[config.mk]
export PLATFORM = sky130hd
export DESIGN_NAME = tmdc_array_end_flat
export DESIGN_NICKNAME = d
export VERILOG_FILES = /design/src/core/tmdc_pkg.sv /design/src/core/tmdc_if.sv /design/src/core/tmdc_array_end.sv /design/src/flat_wrapper.sv
export SDC_FILE = /design/constraint.sdc
export NUM_CORES = 2
export LEC_CHECK = 0
export ABC_AREA = 1
export BUFFER_PORTS_ARGS = -buffer_cell sky130_fd_sc_hd__buf_2
export CAP_MARGIN = 10
export CORE_MARGIN = 2
export CORE_UTILIZATION = 59
export CTS_CLUSTER_DIAMETER = 50
export DETAILED_ROUTE_END_ITERATION = 10
export MAX_ROUTING_LAYER = met4
export PLACE_DENSITY_LB_ADDON = 0.15
export SLEW_MARGIN = 20
export SYNTH_ARGS = -nofsm -noshare
export SYNTH_HDL_FRONTEND = slang
export SYNTH_SLANG_ARGS = --single-unit
[constraint.sdc]
create_clock -name pclk -period 3.3 [get_ports pclk]
set_clock_uncertainty 0.2 [all_clocks]
set_input_delay 0.66 -clock pclk [delete_from_list [all_inputs] [get_ports pclk]]
set_output_delay 0.66 -clock pclk [all_outputs]
set_load 0.05 [all_outputs]
[src/core/tmdc_pkg.sv]
package tmdc_pkg;
  localparam int TMDC_DW = 64;
  localparam int TMDC_IDX_W = 3;
  localparam int TMDC_ENTRIES = 8;
  localparam logic [7:0] TMDC_ASI_TRAP_STACK = 8'h5b;
  localparam logic [7:0] TMDC_ASI_MMU_CFG = 8'h51;
  localparam int TMDC_VA_IDX_LSB = 3;

  localparam int TSA_W = 152;
  localparam int TSA_SEG_W = 68;
  localparam int TSA_CHK_W = 8;
  localparam int TSA_CHK_HI_LSB = 142;
  localparam int TSA_CHK_LO_LSB = 134;
  localparam int TSA_DIAG_W = 16;
  localparam int TSA_RANGE_LSB = 150;
  localparam int TSA_RANGE_W = 2;
  localparam int TSA_HW_RSVD = 133;
  localparam int TSA_TL_SEG_LSB = 68;
  localparam int TSA_TL_SEG_W = 66;
  localparam int TSA_Q_SEG_LSB = 67;
  localparam int TSA_Q_SEG_W = 67;
  localparam int TSA_TRAP_NEXT_PROGRAM_COUNTER_LSB = 0;
  localparam int TSA_TPC_LSB = 46;
  localparam int TSA_PC_W = 46;
  localparam int TSA_TT_LSB = 92;
  localparam int TSA_TT_W = 9;
  localparam int TSA_SAVED_TRAP_STATE_LSB = 101;
  localparam int TSA_SAVED_TRAP_STATE_W = 32;
  localparam int TSA_LAST_LEVEL = 5;
  localparam int TSA_QTAIL0_LSB = 80;
  localparam int TSA_QTAIL1_LSB = 68;
  localparam int TSA_QHEAD0_LSB = 34;
  localparam int TSA_QHEAD1_LSB = 22;
  localparam int TSA_QPTR_W = 12;

  localparam int MRA_W = 84;
  localparam int MRA_PAR_HI = 83;
  localparam int MRA_PAR_LO = 82;
  localparam int MRA_HALF_W = 41;
  localparam int MRA_PTY_W = 2;
  localparam int MRA_LAST_CFG = 3;
  localparam int MRA_CFG_W = 38;
  localparam int MRA_CFG0_LSB = 39;
  localparam int MRA_CFG1_LSB = 0;
  localparam int MRA_RANGE_LSB = 27;
  localparam int MRA_RANGE_W = 54;
  localparam int MRA_OFFSET_LSB = 0;
  localparam int MRA_OFFSET_W = 27;

  // logical payload carried with a write
  localparam int PAY_W = 135;
  localparam int PAY_TRAP_NEXT_PROGRAM_COUNTER_LSB = 0;
  localparam int PAY_TPC_LSB = 46;
  localparam int PAY_TT_LSB = 92;
  localparam int PAY_SAVED_TRAP_STATE_LSB = 101;
  localparam int PAY_RANGE_LSB = 133;
  localparam int PAY_QHEAD1_LSB = 0;
  localparam int PAY_QHEAD0_LSB = 12;
  localparam int PAY_QTAIL1_LSB = 24;
  localparam int PAY_QTAIL0_LSB = 36;
  localparam int PAY_CFG1_LSB = 0;
  localparam int PAY_CFG0_LSB = 38;
  localparam int PAY_OFFSET_LSB = 0;
  localparam int PAY_RANGE_REG_LSB = 27;

  localparam int INJ_MASK_W = 7;

  typedef enum logic [2:0] {
    TMDC_OP_DIAG = 3'b000,
    TMDC_OP_TSA_WR = 3'b001,
    TMDC_OP_MRA_WR = 3'b010,
    TMDC_OP_TSA_RD = 3'b011,
    TMDC_OP_MRA_RD = 3'b100
  } tmdc_op_e;

  // host register map, byte addresses on apb
  localparam int APB_AW = 8;
  localparam logic [7:0] REG_CTRL = 8'h00;
  localparam logic [7:0] REG_CMD = 8'h04;
  localparam logic [7:0] REG_DATA0 = 8'h08;
  localparam int DATA_WORDS = 5;
  localparam logic [7:0] REG_STATUS = 8'h1c;
  localparam logic [7:0] REG_RDATA_LO = 8'h20;
  localparam logic [7:0] REG_RDATA_HI = 8'h24;
  localparam int CTRL_INJ_TSA = 0;
  localparam int CTRL_INJ_MRA = 1;
  localparam int CTRL_CHECK_EN = 2;
  localparam int CTRL_MASK_LSB = 8;
  localparam logic [31:0] CTRL_RESET = 32'h0000_0004;
  localparam int CMD_OP_LSB = 0;
  localparam int CMD_IDX_LSB = 4;
  localparam int CMD_ASI_LSB = 8;
  localparam int STAT_BUSY = 0;
  localparam int STAT_ERR = 1;

  function automatic logic [TSA_CHK_W-1:0] tmdc_ecc(input logic [TSA_SEG_W-1:0] d);
    logic [TSA_CHK_W-1:0] c;
    logic [7:0] pos;
    c = '0;
    for (int i = 0; i < TSA_SEG_W; i++) begin
      pos = 8'(i + 1);
      for (int k = 0; k < TSA_CHK_W - 1; k++) begin
        if (pos[k]) begin
          c[k] = c[k] ^ d[i];
        end
      end
    end
    c[TSA_CHK_W-1] = ^d;
    return c;
  endfunction
endpackage

[src/core/tmdc_if.sv]
`timescale 1ns/1ps
`default_nettype none
interface tmdc_if (
  input wire logic pclk,
  input wire logic presetn
);
  import tmdc_pkg::*;
  logic req;
  tmdc_op_e op;
  logic [7:0] asi;
  logic [TMDC_DW-1:0] va;
  logic [PAY_W-1:0] payload;
  logic inj_tsa;
  logic inj_mra;
  logic [INJ_MASK_W-1:0] inj_mask;
  logic check_en;
  logic ack;
  logic [TMDC_DW-1:0] rdata;
  logic err;

  modport device_end (
    input pclk, presetn, req, op, asi, va, payload, inj_tsa, inj_mra, inj_mask, check_en,
    output ack, rdata, err
  );
  modport host_end (
    input pclk, presetn, ack, rdata, err,
    output req, op, asi, va, payload, inj_tsa, inj_mra, inj_mask, check_en
  );
endinterface
`default_nettype wire

[src/core/tmdc_array_end.sv]
`timescale 1ns/1ps
`default_nettype none
module tmdc_array_end (
  tmdc_if.device_end lnk
);
  import tmdc_pkg::*;

  // arrays are storage, not reset: contents are undefined until written
  logic [TSA_W-1:0] tsa_mem [TMDC_ENTRIES];
  logic [MRA_W-1:0] mra_mem [TMDC_ENTRIES];
  logic ack;
  logic [TMDC_DW-1:0] rdata;
  logic err;

  wire logic [TMDC_IDX_W-1:0] idx;
  wire logic is_level;
  wire logic is_cfg;
  wire logic [TSA_CHK_W-1:0] tsa_mask;
  wire logic [MRA_PTY_W-1:0] mra_mask;
  wire logic [TSA_W-1:0] tsa_cur;
  wire logic [MRA_W-1:0] mra_cur;
  wire logic tsa_bad;
  wire logic mra_bad;
  wire logic [TMDC_DW-1:0] diag_data;
  wire logic diag_err;

  // only va bits 5:3 are decoded, so reserved bits alias onto one entry
  // index from va
  assign idx = lnk.va[TMDC_VA_IDX_LSB +: TMDC_IDX_W];
  assign is_level = (32'(idx) <= TSA_LAST_LEVEL);
  assign is_cfg = (32'(idx) <= MRA_LAST_CFG);
  assign tsa_mask = lnk.inj_tsa ? {1'b0, lnk.inj_mask} : '0;
  assign mra_mask = lnk.inj_mra ? lnk.inj_mask[MRA_PTY_W-1:0] : '0;
  // only two parity bits exist, so upper mask bits are dropped for the mmu array
  assign tsa_cur = tsa_mem[idx];
  assign mra_cur = mra_mem[idx];

  // queue groups are one bit short; a zero pad lets both layouts share one coder
  function automatic logic [TSA_SEG_W-1:0] seg_hi(input logic [TSA_W-1:0] e, input logic lvl);
    if (lvl) begin
      return {e[TSA_RANGE_LSB +: TSA_RANGE_W], e[TSA_TL_SEG_LSB +: TSA_TL_SEG_W]};
    end
    return {1'b0, e[TSA_Q_SEG_LSB +: TSA_Q_SEG_W]};
  endfunction

  function automatic logic [TSA_SEG_W-1:0] seg_lo(input logic [TSA_W-1:0] e, input logic lvl);
    if (lvl) begin
      return e[TSA_SEG_W-1:0];
    end
    return {1'b0, e[TSA_Q_SEG_W-1:0]};
  endfunction

  function automatic logic [MRA_PTY_W-1:0] mra_par(input logic [MRA_W-1:0] e);
    // one parity bit per 41-bit half
    return {^e[MRA_HALF_W +: MRA_HALF_W], ^e[MRA_HALF_W-1:0]};
  endfunction

  logic [TSA_W-1:0] tsa_img;
  logic [MRA_W-1:0] mra_img;
  // check bits are coded from the stored image, so pads and bit 133 count as stored

  always_comb begin
    tsa_img = '0;
    if (is_level) begin
      tsa_img[TSA_TRAP_NEXT_PROGRAM_COUNTER_LSB +: TSA_PC_W] = lnk.payload[PAY_TRAP_NEXT_PROGRAM_COUNTER_LSB +: TSA_PC_W];
      tsa_img[TSA_TPC_LSB +: TSA_PC_W] = lnk.payload[PAY_TPC_LSB +: TSA_PC_W];
      tsa_img[TSA_TT_LSB +: TSA_TT_W] = lnk.payload[PAY_TT_LSB +: TSA_TT_W];
      tsa_img[TSA_SAVED_TRAP_STATE_LSB +: TSA_SAVED_TRAP_STATE_W] = lnk.payload[PAY_SAVED_TRAP_STATE_LSB +: TSA_SAVED_TRAP_STATE_W];
      tsa_img[TSA_RANGE_LSB +: TSA_RANGE_W] = lnk.payload[PAY_RANGE_LSB +: TSA_RANGE_W];
    end else begin
      tsa_img[TSA_QTAIL0_LSB +: TSA_QPTR_W] = lnk.payload[PAY_QTAIL0_LSB +: TSA_QPTR_W];
      tsa_img[TSA_QTAIL1_LSB +: TSA_QPTR_W] = lnk.payload[PAY_QTAIL1_LSB +: TSA_QPTR_W];
      tsa_img[TSA_QHEAD0_LSB +: TSA_QPTR_W] = lnk.payload[PAY_QHEAD0_LSB +: TSA_QPTR_W];
      tsa_img[TSA_QHEAD1_LSB +: TSA_QPTR_W] = lnk.payload[PAY_QHEAD1_LSB +: TSA_QPTR_W];
    end
    // bit 133 never taken from software
    tsa_img[TSA_HW_RSVD] = 1'b0;
    // the same mask goes into both bytes so either group alone reports
    // armed write stores altered check bits
    tsa_img[TSA_CHK_HI_LSB +: TSA_CHK_W] = tmdc_ecc(seg_hi(tsa_img, is_level)) ^ tsa_mask;
    tsa_img[TSA_CHK_LO_LSB +: TSA_CHK_W] = tmdc_ecc(seg_lo(tsa_img, is_level)) ^ tsa_mask;
  end

  always_comb begin
    mra_img = '0;
    if (is_cfg) begin
      mra_img[MRA_CFG0_LSB +: MRA_CFG_W] = lnk.payload[PAY_CFG0_LSB +: MRA_CFG_W];
      mra_img[MRA_CFG1_LSB +: MRA_CFG_W] = lnk.payload[PAY_CFG1_LSB +: MRA_CFG_W];
    end else begin
      // range and offset, bit 81 unused
      mra_img[MRA_RANGE_LSB +: MRA_RANGE_W] = lnk.payload[PAY_RANGE_REG_LSB +: MRA_RANGE_W];
      mra_img[MRA_OFFSET_LSB +: MRA_OFFSET_W] = lnk.payload[PAY_OFFSET_LSB +: MRA_OFFSET_W];
    end
    {mra_img[MRA_PAR_HI], mra_img[MRA_PAR_LO]} = mra_par(mra_img) ^ mra_mask;
  end

  // functional checks; correctable checking can be switched off for repair
  // check enable gates reporting
  assign tsa_bad = lnk.check_en &&
    (({tsa_cur[TSA_CHK_HI_LSB +: TSA_CHK_W], tsa_cur[TSA_CHK_LO_LSB +: TSA_CHK_W]}) !=
     {tmdc_ecc(seg_hi(tsa_cur, is_level)), tmdc_ecc(seg_lo(tsa_cur, is_level))});
  // parity has no enable: repair is a full rewrite from a clean copy
  assign mra_bad = ({mra_cur[MRA_PAR_HI], mra_cur[MRA_PAR_LO]} != mra_par(mra_cur));

  assign diag_data = (lnk.asi == TMDC_ASI_TRAP_STACK) ?
    TMDC_DW'({tsa_cur[TSA_CHK_HI_LSB +: TSA_CHK_W], tsa_cur[TSA_CHK_LO_LSB +: TSA_CHK_W]}) :
    (lnk.asi == TMDC_ASI_MMU_CFG) ?
    TMDC_DW'({mra_cur[MRA_PAR_HI], mra_cur[MRA_PAR_LO]}) : '0;
  // diagnostic reads compare nothing; err only marks a foreign address space
  // no ecc error on diag read
  // no parity error on diag read
  assign diag_err = (lnk.asi != TMDC_ASI_TRAP_STACK) && (lnk.asi != TMDC_ASI_MMU_CFG);

  // a write lands at the request edge; a read of the same entry sees it one op later
  always_ff @(posedge lnk.pclk) begin
    if (lnk.req && lnk.op == TMDC_OP_TSA_WR) begin
      tsa_mem[idx] <= tsa_img;
    end
    if (lnk.req && lnk.op == TMDC_OP_MRA_WR) begin
      mra_mem[idx] <= mra_img;
    end
  end

  // functional reads return the low word only; wider fields show through check bits
  logic [TMDC_DW-1:0] next_rdata;
  logic next_err;

  always_comb begin
    next_rdata = '0;
    next_err = 1'b0;
    unique case (lnk.op)
      TMDC_OP_DIAG: begin
        next_rdata = diag_data;
        next_err = diag_err;
      end
      TMDC_OP_TSA_RD: begin
        next_rdata = tsa_cur[TMDC_DW-1:0];
        next_err = tsa_bad;
      end
      TMDC_OP_MRA_RD: begin
        next_rdata = mra_cur[TMDC_DW-1:0];
        next_err = mra_bad;
      end
      default: begin
        next_rdata = '0;
        next_err = 1'b0;
      end
    endcase
  end

  // writes answer too, with err low, so the host clears busy the same way for every op
  always_ff @(posedge lnk.pclk or negedge lnk.presetn) begin
    if (!lnk.presetn) begin
      ack <= 1'b0;
      rdata <= '0;
      err <= 1'b0;
    end else begin
      ack <= lnk.req;
      if (lnk.req) begin
        rdata <= next_rdata;
        err <= next_err;
      end
    end
  end

  assign lnk.ack = ack;
  assign lnk.rdata = rdata;
  assign lnk.err = err;
endmodule
`default_nettype wire

[src/flat_wrapper.sv]
// flat-port wrapper written by rule: the top's interface ports become plain ports
module tmdc_array_end_flat import tmdc_pkg::*;
  (pclk, presetn, lnk_req, lnk_op, lnk_asi, lnk_va, lnk_payload, lnk_inj_tsa, lnk_inj_mra, lnk_inj_mask, lnk_check_en, lnk_ack, lnk_rdata, lnk_err);
  tmdc_if lnk_i (.pclk(pclk), .presetn(presetn));
  input wire logic pclk;
  input wire logic presetn;
  input wire logic [$bits(lnk_i.req)-1:0] lnk_req;
  input wire logic [$bits(lnk_i.op)-1:0] lnk_op;
  input wire logic [$bits(lnk_i.asi)-1:0] lnk_asi;
  input wire logic [$bits(lnk_i.va)-1:0] lnk_va;
  input wire logic [$bits(lnk_i.payload)-1:0] lnk_payload;
  input wire logic [$bits(lnk_i.inj_tsa)-1:0] lnk_inj_tsa;
  input wire logic [$bits(lnk_i.inj_mra)-1:0] lnk_inj_mra;
  input wire logic [$bits(lnk_i.inj_mask)-1:0] lnk_inj_mask;
  input wire logic [$bits(lnk_i.check_en)-1:0] lnk_check_en;
  output wire logic [$bits(lnk_i.ack)-1:0] lnk_ack;
  output wire logic [$bits(lnk_i.rdata)-1:0] lnk_rdata;
  output wire logic [$bits(lnk_i.err)-1:0] lnk_err;
  assign lnk_i.req = lnk_req;
  assign lnk_i.op = lnk_op;
  assign lnk_i.asi = lnk_asi;
  assign lnk_i.va = lnk_va;
  assign lnk_i.payload = lnk_payload;
  assign lnk_i.inj_tsa = lnk_inj_tsa;
  assign lnk_i.inj_mra = lnk_inj_mra;
  assign lnk_i.inj_mask = lnk_inj_mask;
  assign lnk_i.check_en = lnk_check_en;
  assign lnk_ack = lnk_i.ack;
  assign lnk_rdata = lnk_i.rdata;
  assign lnk_err = lnk_i.err;
  tmdc_array_end u_core (.lnk(lnk_i));
endmodule
Word-level counts from Yosys, hierarchy flattened
Memory sizes are Yosys's and may differ from the RTL's.
Cells that the tools add are included.
{ "totals": {"ff_bits": 66, "latchBits": 0, "ram_bits": 1872, "rom_bits": 0, "input_bits": 223, "output_inout_bits": 66, "word_cells": 841, "mem_count": 2} }
{ "classes": {"n_addsub": 0, "mul": 0, "n_div": 0, "order_cmp": 2, "eq_ne": 10, "shifts": 0, "mux": 28, "bitwise_logic": 783, "reduce_logical": 13} }
{ "mem_list": {"columns": ["memory", "words", "word_bits", "rd", "rd_clocked_by_memory_dff", "wr", "line_no", "source"], "rows": [
  ["u_core.tsa_mem", 8, 151, 1, 0, 1, "tmdc_array_end.sv:9", "logic [TSA_W-1:0] tsa_mem [TMDC_ENTRIES];"],
  ["u_core.mra_mem", 8, 83, 1, 0, 1, "tmdc_array_end.sv:10", "logic [MRA_W-1:0] mra_mem [TMDC_ENTRIES];"]
]} }
{ "op_table": {"columns": ["cell", "count"], "rows": [
  ["1-bit bitwise XOR", 780],
  ["68-bit 2-to-1 mux", 8],
  ["68-bit parity", 4],
  ["64-bit case mux with 3 select lines", 1],
  ["41-bit parity", 4],
  ["64-bit 2-to-1 mux", 1],
  ["24-bit 2-to-1 mux", 2],
  ["22-bit 2-to-1 mux", 2],
  ["41-bit 2-to-1 mux", 1],
  ["38-bit 2-to-1 mux", 1],
  ["8-bit by 7-bit == test with 1-bit output (second input constant)", 2],
  ["16-bit inequality test", 1],
  ["8-bit by 7-bit inequality test with 1-bit output (second input constant)", 2],
  ["8-bit bitwise XOR", 2],
  ["7-bit 2-to-1 mux", 1],
  ["3-bit by 2-bit == test with 1-bit output (second input constant)", 2],
  ["1-bit 2-to-1 mux", 6],
  ["2-bit 2-to-1 mux", 3],
  ["1-bit logical AND", 4],
  ["4-bit 2-to-1 mux", 1],
  ["3-bit by 1-bit == test with 1-bit output (second input constant)", 1],
  ["3-bit == test (second input constant)", 1],
  ["3-bit by 2-bit <= comparator with 1-bit output (second input constant)", 1],
  ["3-bit <= comparator (second input constant)", 1],
  ["other kinds (4)", 4]
]} }

Depth between registers and ports, before layout
{ "logic_depth": {"word_depth": 39, "depth_mapped": 36} }

Worst setup path before layout
OpenSTA, ideal clock, no wires.
{ "synth_path": {"path_type": "input to register", "start": "input lnk_va[4]", "end": "memory u_core.tsa_mem[5][0] (netlist name) (enable)", "setup_ns": 0.664, "arrival_ns": 7.743, "t_required_ns": 2.436, "setup_slack_ns": -5.308, "stages": 6, "path_cell_list": "buf_6 buf_4 nor2_4 nand2_1 buf_2 nor2_1"} }
{ "synth_lines": {"columns": ["item", "line_no", "source"], "rows": [
  ["start: declaration", "flat_wrapper.sv:10", "input wire logic [$bits(lnk_i.va)-1:0] lnk_va;"],
  ["end: declaration", "tmdc_array_end.sv:9", null]
]} }
No word-level cell before the write port.

Worst setup path after layout
{ "layout_path": {"start": "memory u_core.tsa_mem[0][56] (netlist name)", "end": "register u_core.err (netlist: u_core.lnk.err)"} }
{ "layout_between": {"elab_chain_cells": 13} }
{ "layout_rtl": {"columns": ["item", "line_no", "source"], "rows": [
  ["memory 8 x 151 bit *", null, null],
  ["68-bit 2-to-1 mux", "tmdc_array_end.sv:47", "if (lvl) begin"],
  ["68-bit 2-to-1 mux *", "tmdc_array_end.sv:50", "return {1'b0, e[TSA_Q_SEG_W-1:0]};"],
  ["1-bit bitwise XOR (7 in series)", "tmdc_pkg.sv:104", "c[k] = c[k] ^ d[i];"],
  ["16-bit inequality test *", "tmdc_array_end.sv:100", "(({tsa_cur[TSA_CHK_HI_LSB +: TSA_CHK_W], tsa_cur[TSA_CHK_LO_LSB +: TSA_CHK_W]}) !="],
  ["1-bit logical AND *", "tmdc_array_end.sv:99", "assign tsa_bad = lnk.check_en &&"],
  ["1-bit case mux with 3 select lines *", "tmdc_array_end.sv:131", "unique case (lnk.op)"],
  ["end signal: assignment", "tmdc_array_end.sv:161", "err <= next_err;"],
  ["end: declaration", "tmdc_array_end.sv:13", "logic err;"]
]} }
Mark *: on every way between the ends. The rest lies on a longest branch, timed or not. The select of a mux whose other input is x is not followed.
A chain may end at the register's enable or synchronous reset.

==> results.md <==
- Status: finished with violations
- Failing checks: negative setup slack
- HP Class: in -> reg
- Slew HR: 22.6%
- Remaining antenna violation count after routing: 0
- Initial Util: 59.4%
- Core area: 154000 um2
- Fillers: 10472
- Nets: 10891
- Sequential share of the synthesized area: 63.2%
- Cell area after placement: 105000 um2
- Drc violations: 0
- Die H: 398 um
- Grt total ovfl: 0
- Busiest layer in global routing: met2
- Avg Inst Size Synth: 9.95 um2
- Clk buf depth: 3
- Largest net degree at the start of global routing: 66
- Pre-CTS setup slack: -1800 ps
- Top cell type's share of synthesized area: 61.4%
- Routed WL: 340000 um
- GP Congestion: 1.07
- Critical path origin: u_core.tsa_mem[0][56]$_DFFE_PP_
- Syn Nets: 9418
- Final setup violating endpoints: 1
- GR Util met2: 63.1%
- R2r worst-path depth: 31
- Peak VDD IR: 0.652 mV
- First-pass GRT wire length: 473000 um
- Clk root buf: clkbuf_16
- Unique masters post-synth: 51
- Reg2reg start: u_core.tsa_mem[0][56]$_DFFE_PP_
- Die area: 158000 um2
- Port bufs: 227
- Crit path capture: u_core.lnk.err$_DFFE_PN0P_
- Clk Latency, worst-skew pair: 870 ps
- Vias per cell: 5.85
- Crit end category: flop
- Synth Cell Area: 91500 um2
- Sink Count: 1936
- Top cell type by total area after synthesis: edfxtp_1
- Most frequent CP cell: nand2_2
- Num CTS Buffers: 199
- Initial antenna violation count: 20
- Vias in the first global route: 70550
- Seq cells post-synth: 1936
- Setup ws final: -554 ps
- Most common cell in the synthesized netlist: nand2_1
- Worst slew pin tran: 1150 ps
- Final hold viol count: 0
- Clk pin slew, worst setup/hold paths: 60 ps
- DR iter-0 viols: 11180
- Fin crit share: 117%
- Total Routing Usage GR: 43.0%
- Post-DP HPWL: 240000 um
- Critical Path RT: 3840 ps
- Arrival @ worst endpoint: 4390 ps
- Chip width: 398 um
- Top cells by area, synth: edfxtp_1 61%, nand2_1 18%, xnor2_1 2.8%
- Vias: 75460
- Met3 Use GR: 9.39%
- First-pass iteration count of the detailed router: 8
- Post-route cell area: 114000 um2
- RR Endpoint: u_core.lnk.err$_DFFE_PN0P_
- FFs w/ async S/R, synth: 3.41%
- Layout cells sized above 1: 20.6%
- Layout area overhead: 25.1%
- Unrepaired setup endpoints after global routing: yes
- Top cells by count, synth: 4433 x nand2_1, 1870 x edfxtp_1, 533 x inv_1
- Top FF cell, synth: edfxtp_1
- Max Freq: 259 MHz
- I/O pin total: 289
- Post-layout util: 74.3%
- WL/cell: 26.4 um
- Synth warn: 0
- CP Class: reg -> reg
- Post-synth EDFFs: 1870
- Worst-path fanout max: 3
- Slowest cell delay on critical path: 570 ps
- Startpoint types: flop
- Flop2flop setup slack: -550 ps
- H-Tree Depth: 4
- Final Max Slew Viols: 0
- Fin Setup TNS: -554 ps
- LEAKAGE: 49.1 nW
- Synth Instances: 9195
- CTS tree: done
- Max-Cap Viols: 0
- Min Tclk post-route: 3850 ps
- Grt met1 use: 55.8%
- Critical Path Slowest Stage Cell: edfxtp_1
- Row cnt: 144
- Power per cell area: 594 nW/um2
registers in the layout (all words and copies together) (netlist names):
signal	cells
u_core.mra_mem	664
u_core.lnk.err	1
u_core.tsa_mem	1206
u_core.lnk.rdata	64
u_core.lnk.ack	1
through the flow:
| step | hold slack [ps] | cells | total power [W] |
|---|---|---|---|
| after floorplan | 164 | 9195 | 0.0368 |
| after global placement | 258 | 12445 | 0.0439 |
| after detailed placement | 260 | 12445 | 0.0442 |
| after CTS | 2.61 | 12829 | 0.0670 |
| after global routing | 42.0 | 12890 | 0.0698 |
| final | 64.6 | 12893 | 0.0680 |
worst min path at each step:
stage | slack, ps | end | start | cells past startpoint
2_1_floorplan | 160 | u_core.lnk.ack$_DFF_PN0_ | presetn | 0
3_3_place_gp | 260 | u_core.lnk.rdata[58]$_DFFE_PN0P_ | u_core.lnk.rdata[58]$_DFFE_PN0P_ | 2
3_5_place_dp | 260 | u_core.lnk.rdata[58]$_DFFE_PN0P_ | u_core.lnk.rdata[58]$_DFFE_PN0P_ | 2
4_1_cts | 3 | u_core.mra_mem[5][22]$_DFFE_PP_ | lnk_payload[22] | 2
5_1_grt | 40 | u_core.mra_mem[2][32]$_DFFE_PP_ | lnk_payload[32] | 1
6_report | 60 | u_core.mra_mem[2][32]$_DFFE_PP_ | lnk_payload[32] | 1
cells in the final DEF (no fill, tap or decap), types with 88 or more instances in the layout:
master	Yosys	routed
nor2_1	261	211
clkbuf_16	0	216
nand3_1	299	279
xor2_1	279	265
inv_1	533	520
o21ai_0	207	194
buf_2	167	224
a221oi_1	89	89
a22oi_1	88	88
buf_12	0	181
nand2_1	4433	4321
xnor2_1	295	279
a21oi_1	100	89
edfxtp_1	1870	1870
buf_4	85	1147
nand2_2	12	111
worst max-delay path: cells and delay by family (launching register included):
kind                   cells  cell delay [ps]
AND/OR/NAND/NOR           27             2500
flip-flops                 1              570
buffers and inverters      4              480
area by class of cell:
cell class                      instances  area, um2  area share (%)
Sequential cell                      1936      57800            50.5
Multi-Input combinational cell       6356      30500            26.6
Timing Repair inverter                  2       27.5          0.0241
Inverter                              542       2090            1.83
Antenna cell                           13       32.5          0.0284
Clock inverter                        122       1450            1.27
Tap cell                             2044       2560            2.23
Clock buffer                          247       5300            4.63
Timing Repair Buffer                 1631      14700            12.8
layer usage:
layer / share of wire (%) / wire, um
met2: 44 / 148000
met1: 37 / 124000
met4: 6.9 / 23500
met5: 0 / 0
met3: 13 / 43500
power breakdown:
group	switching (W)	total, W	internal (W)
clock	0.00985	0.0230	0.0132
combinational	0.0105	0.0164	0.00595
sequential	0.0000865	0.0286	0.0285
logic make-up after synthesis:
kind of cell,after synthesis,synth area share (%)
AOI/OAI and AO/OA,648,4.68
xor gates and xnor gates,577,5.55
buffers and inverters,903,4.68
DFF,1936,63.2
and+or+nand+nor,5131,21.9
timing repair:
item                                    CTS  global route
hold buffers                              9             0
endpoints found under the setup margin   92           113
endpoints found under the hold margin    76             0
gates cloned                              1            18
gates resized for setup                  48           297
setup buffers                             5            33
pin swaps                                10            75
No activity file was read; power rests on OpenSTA's default activity.
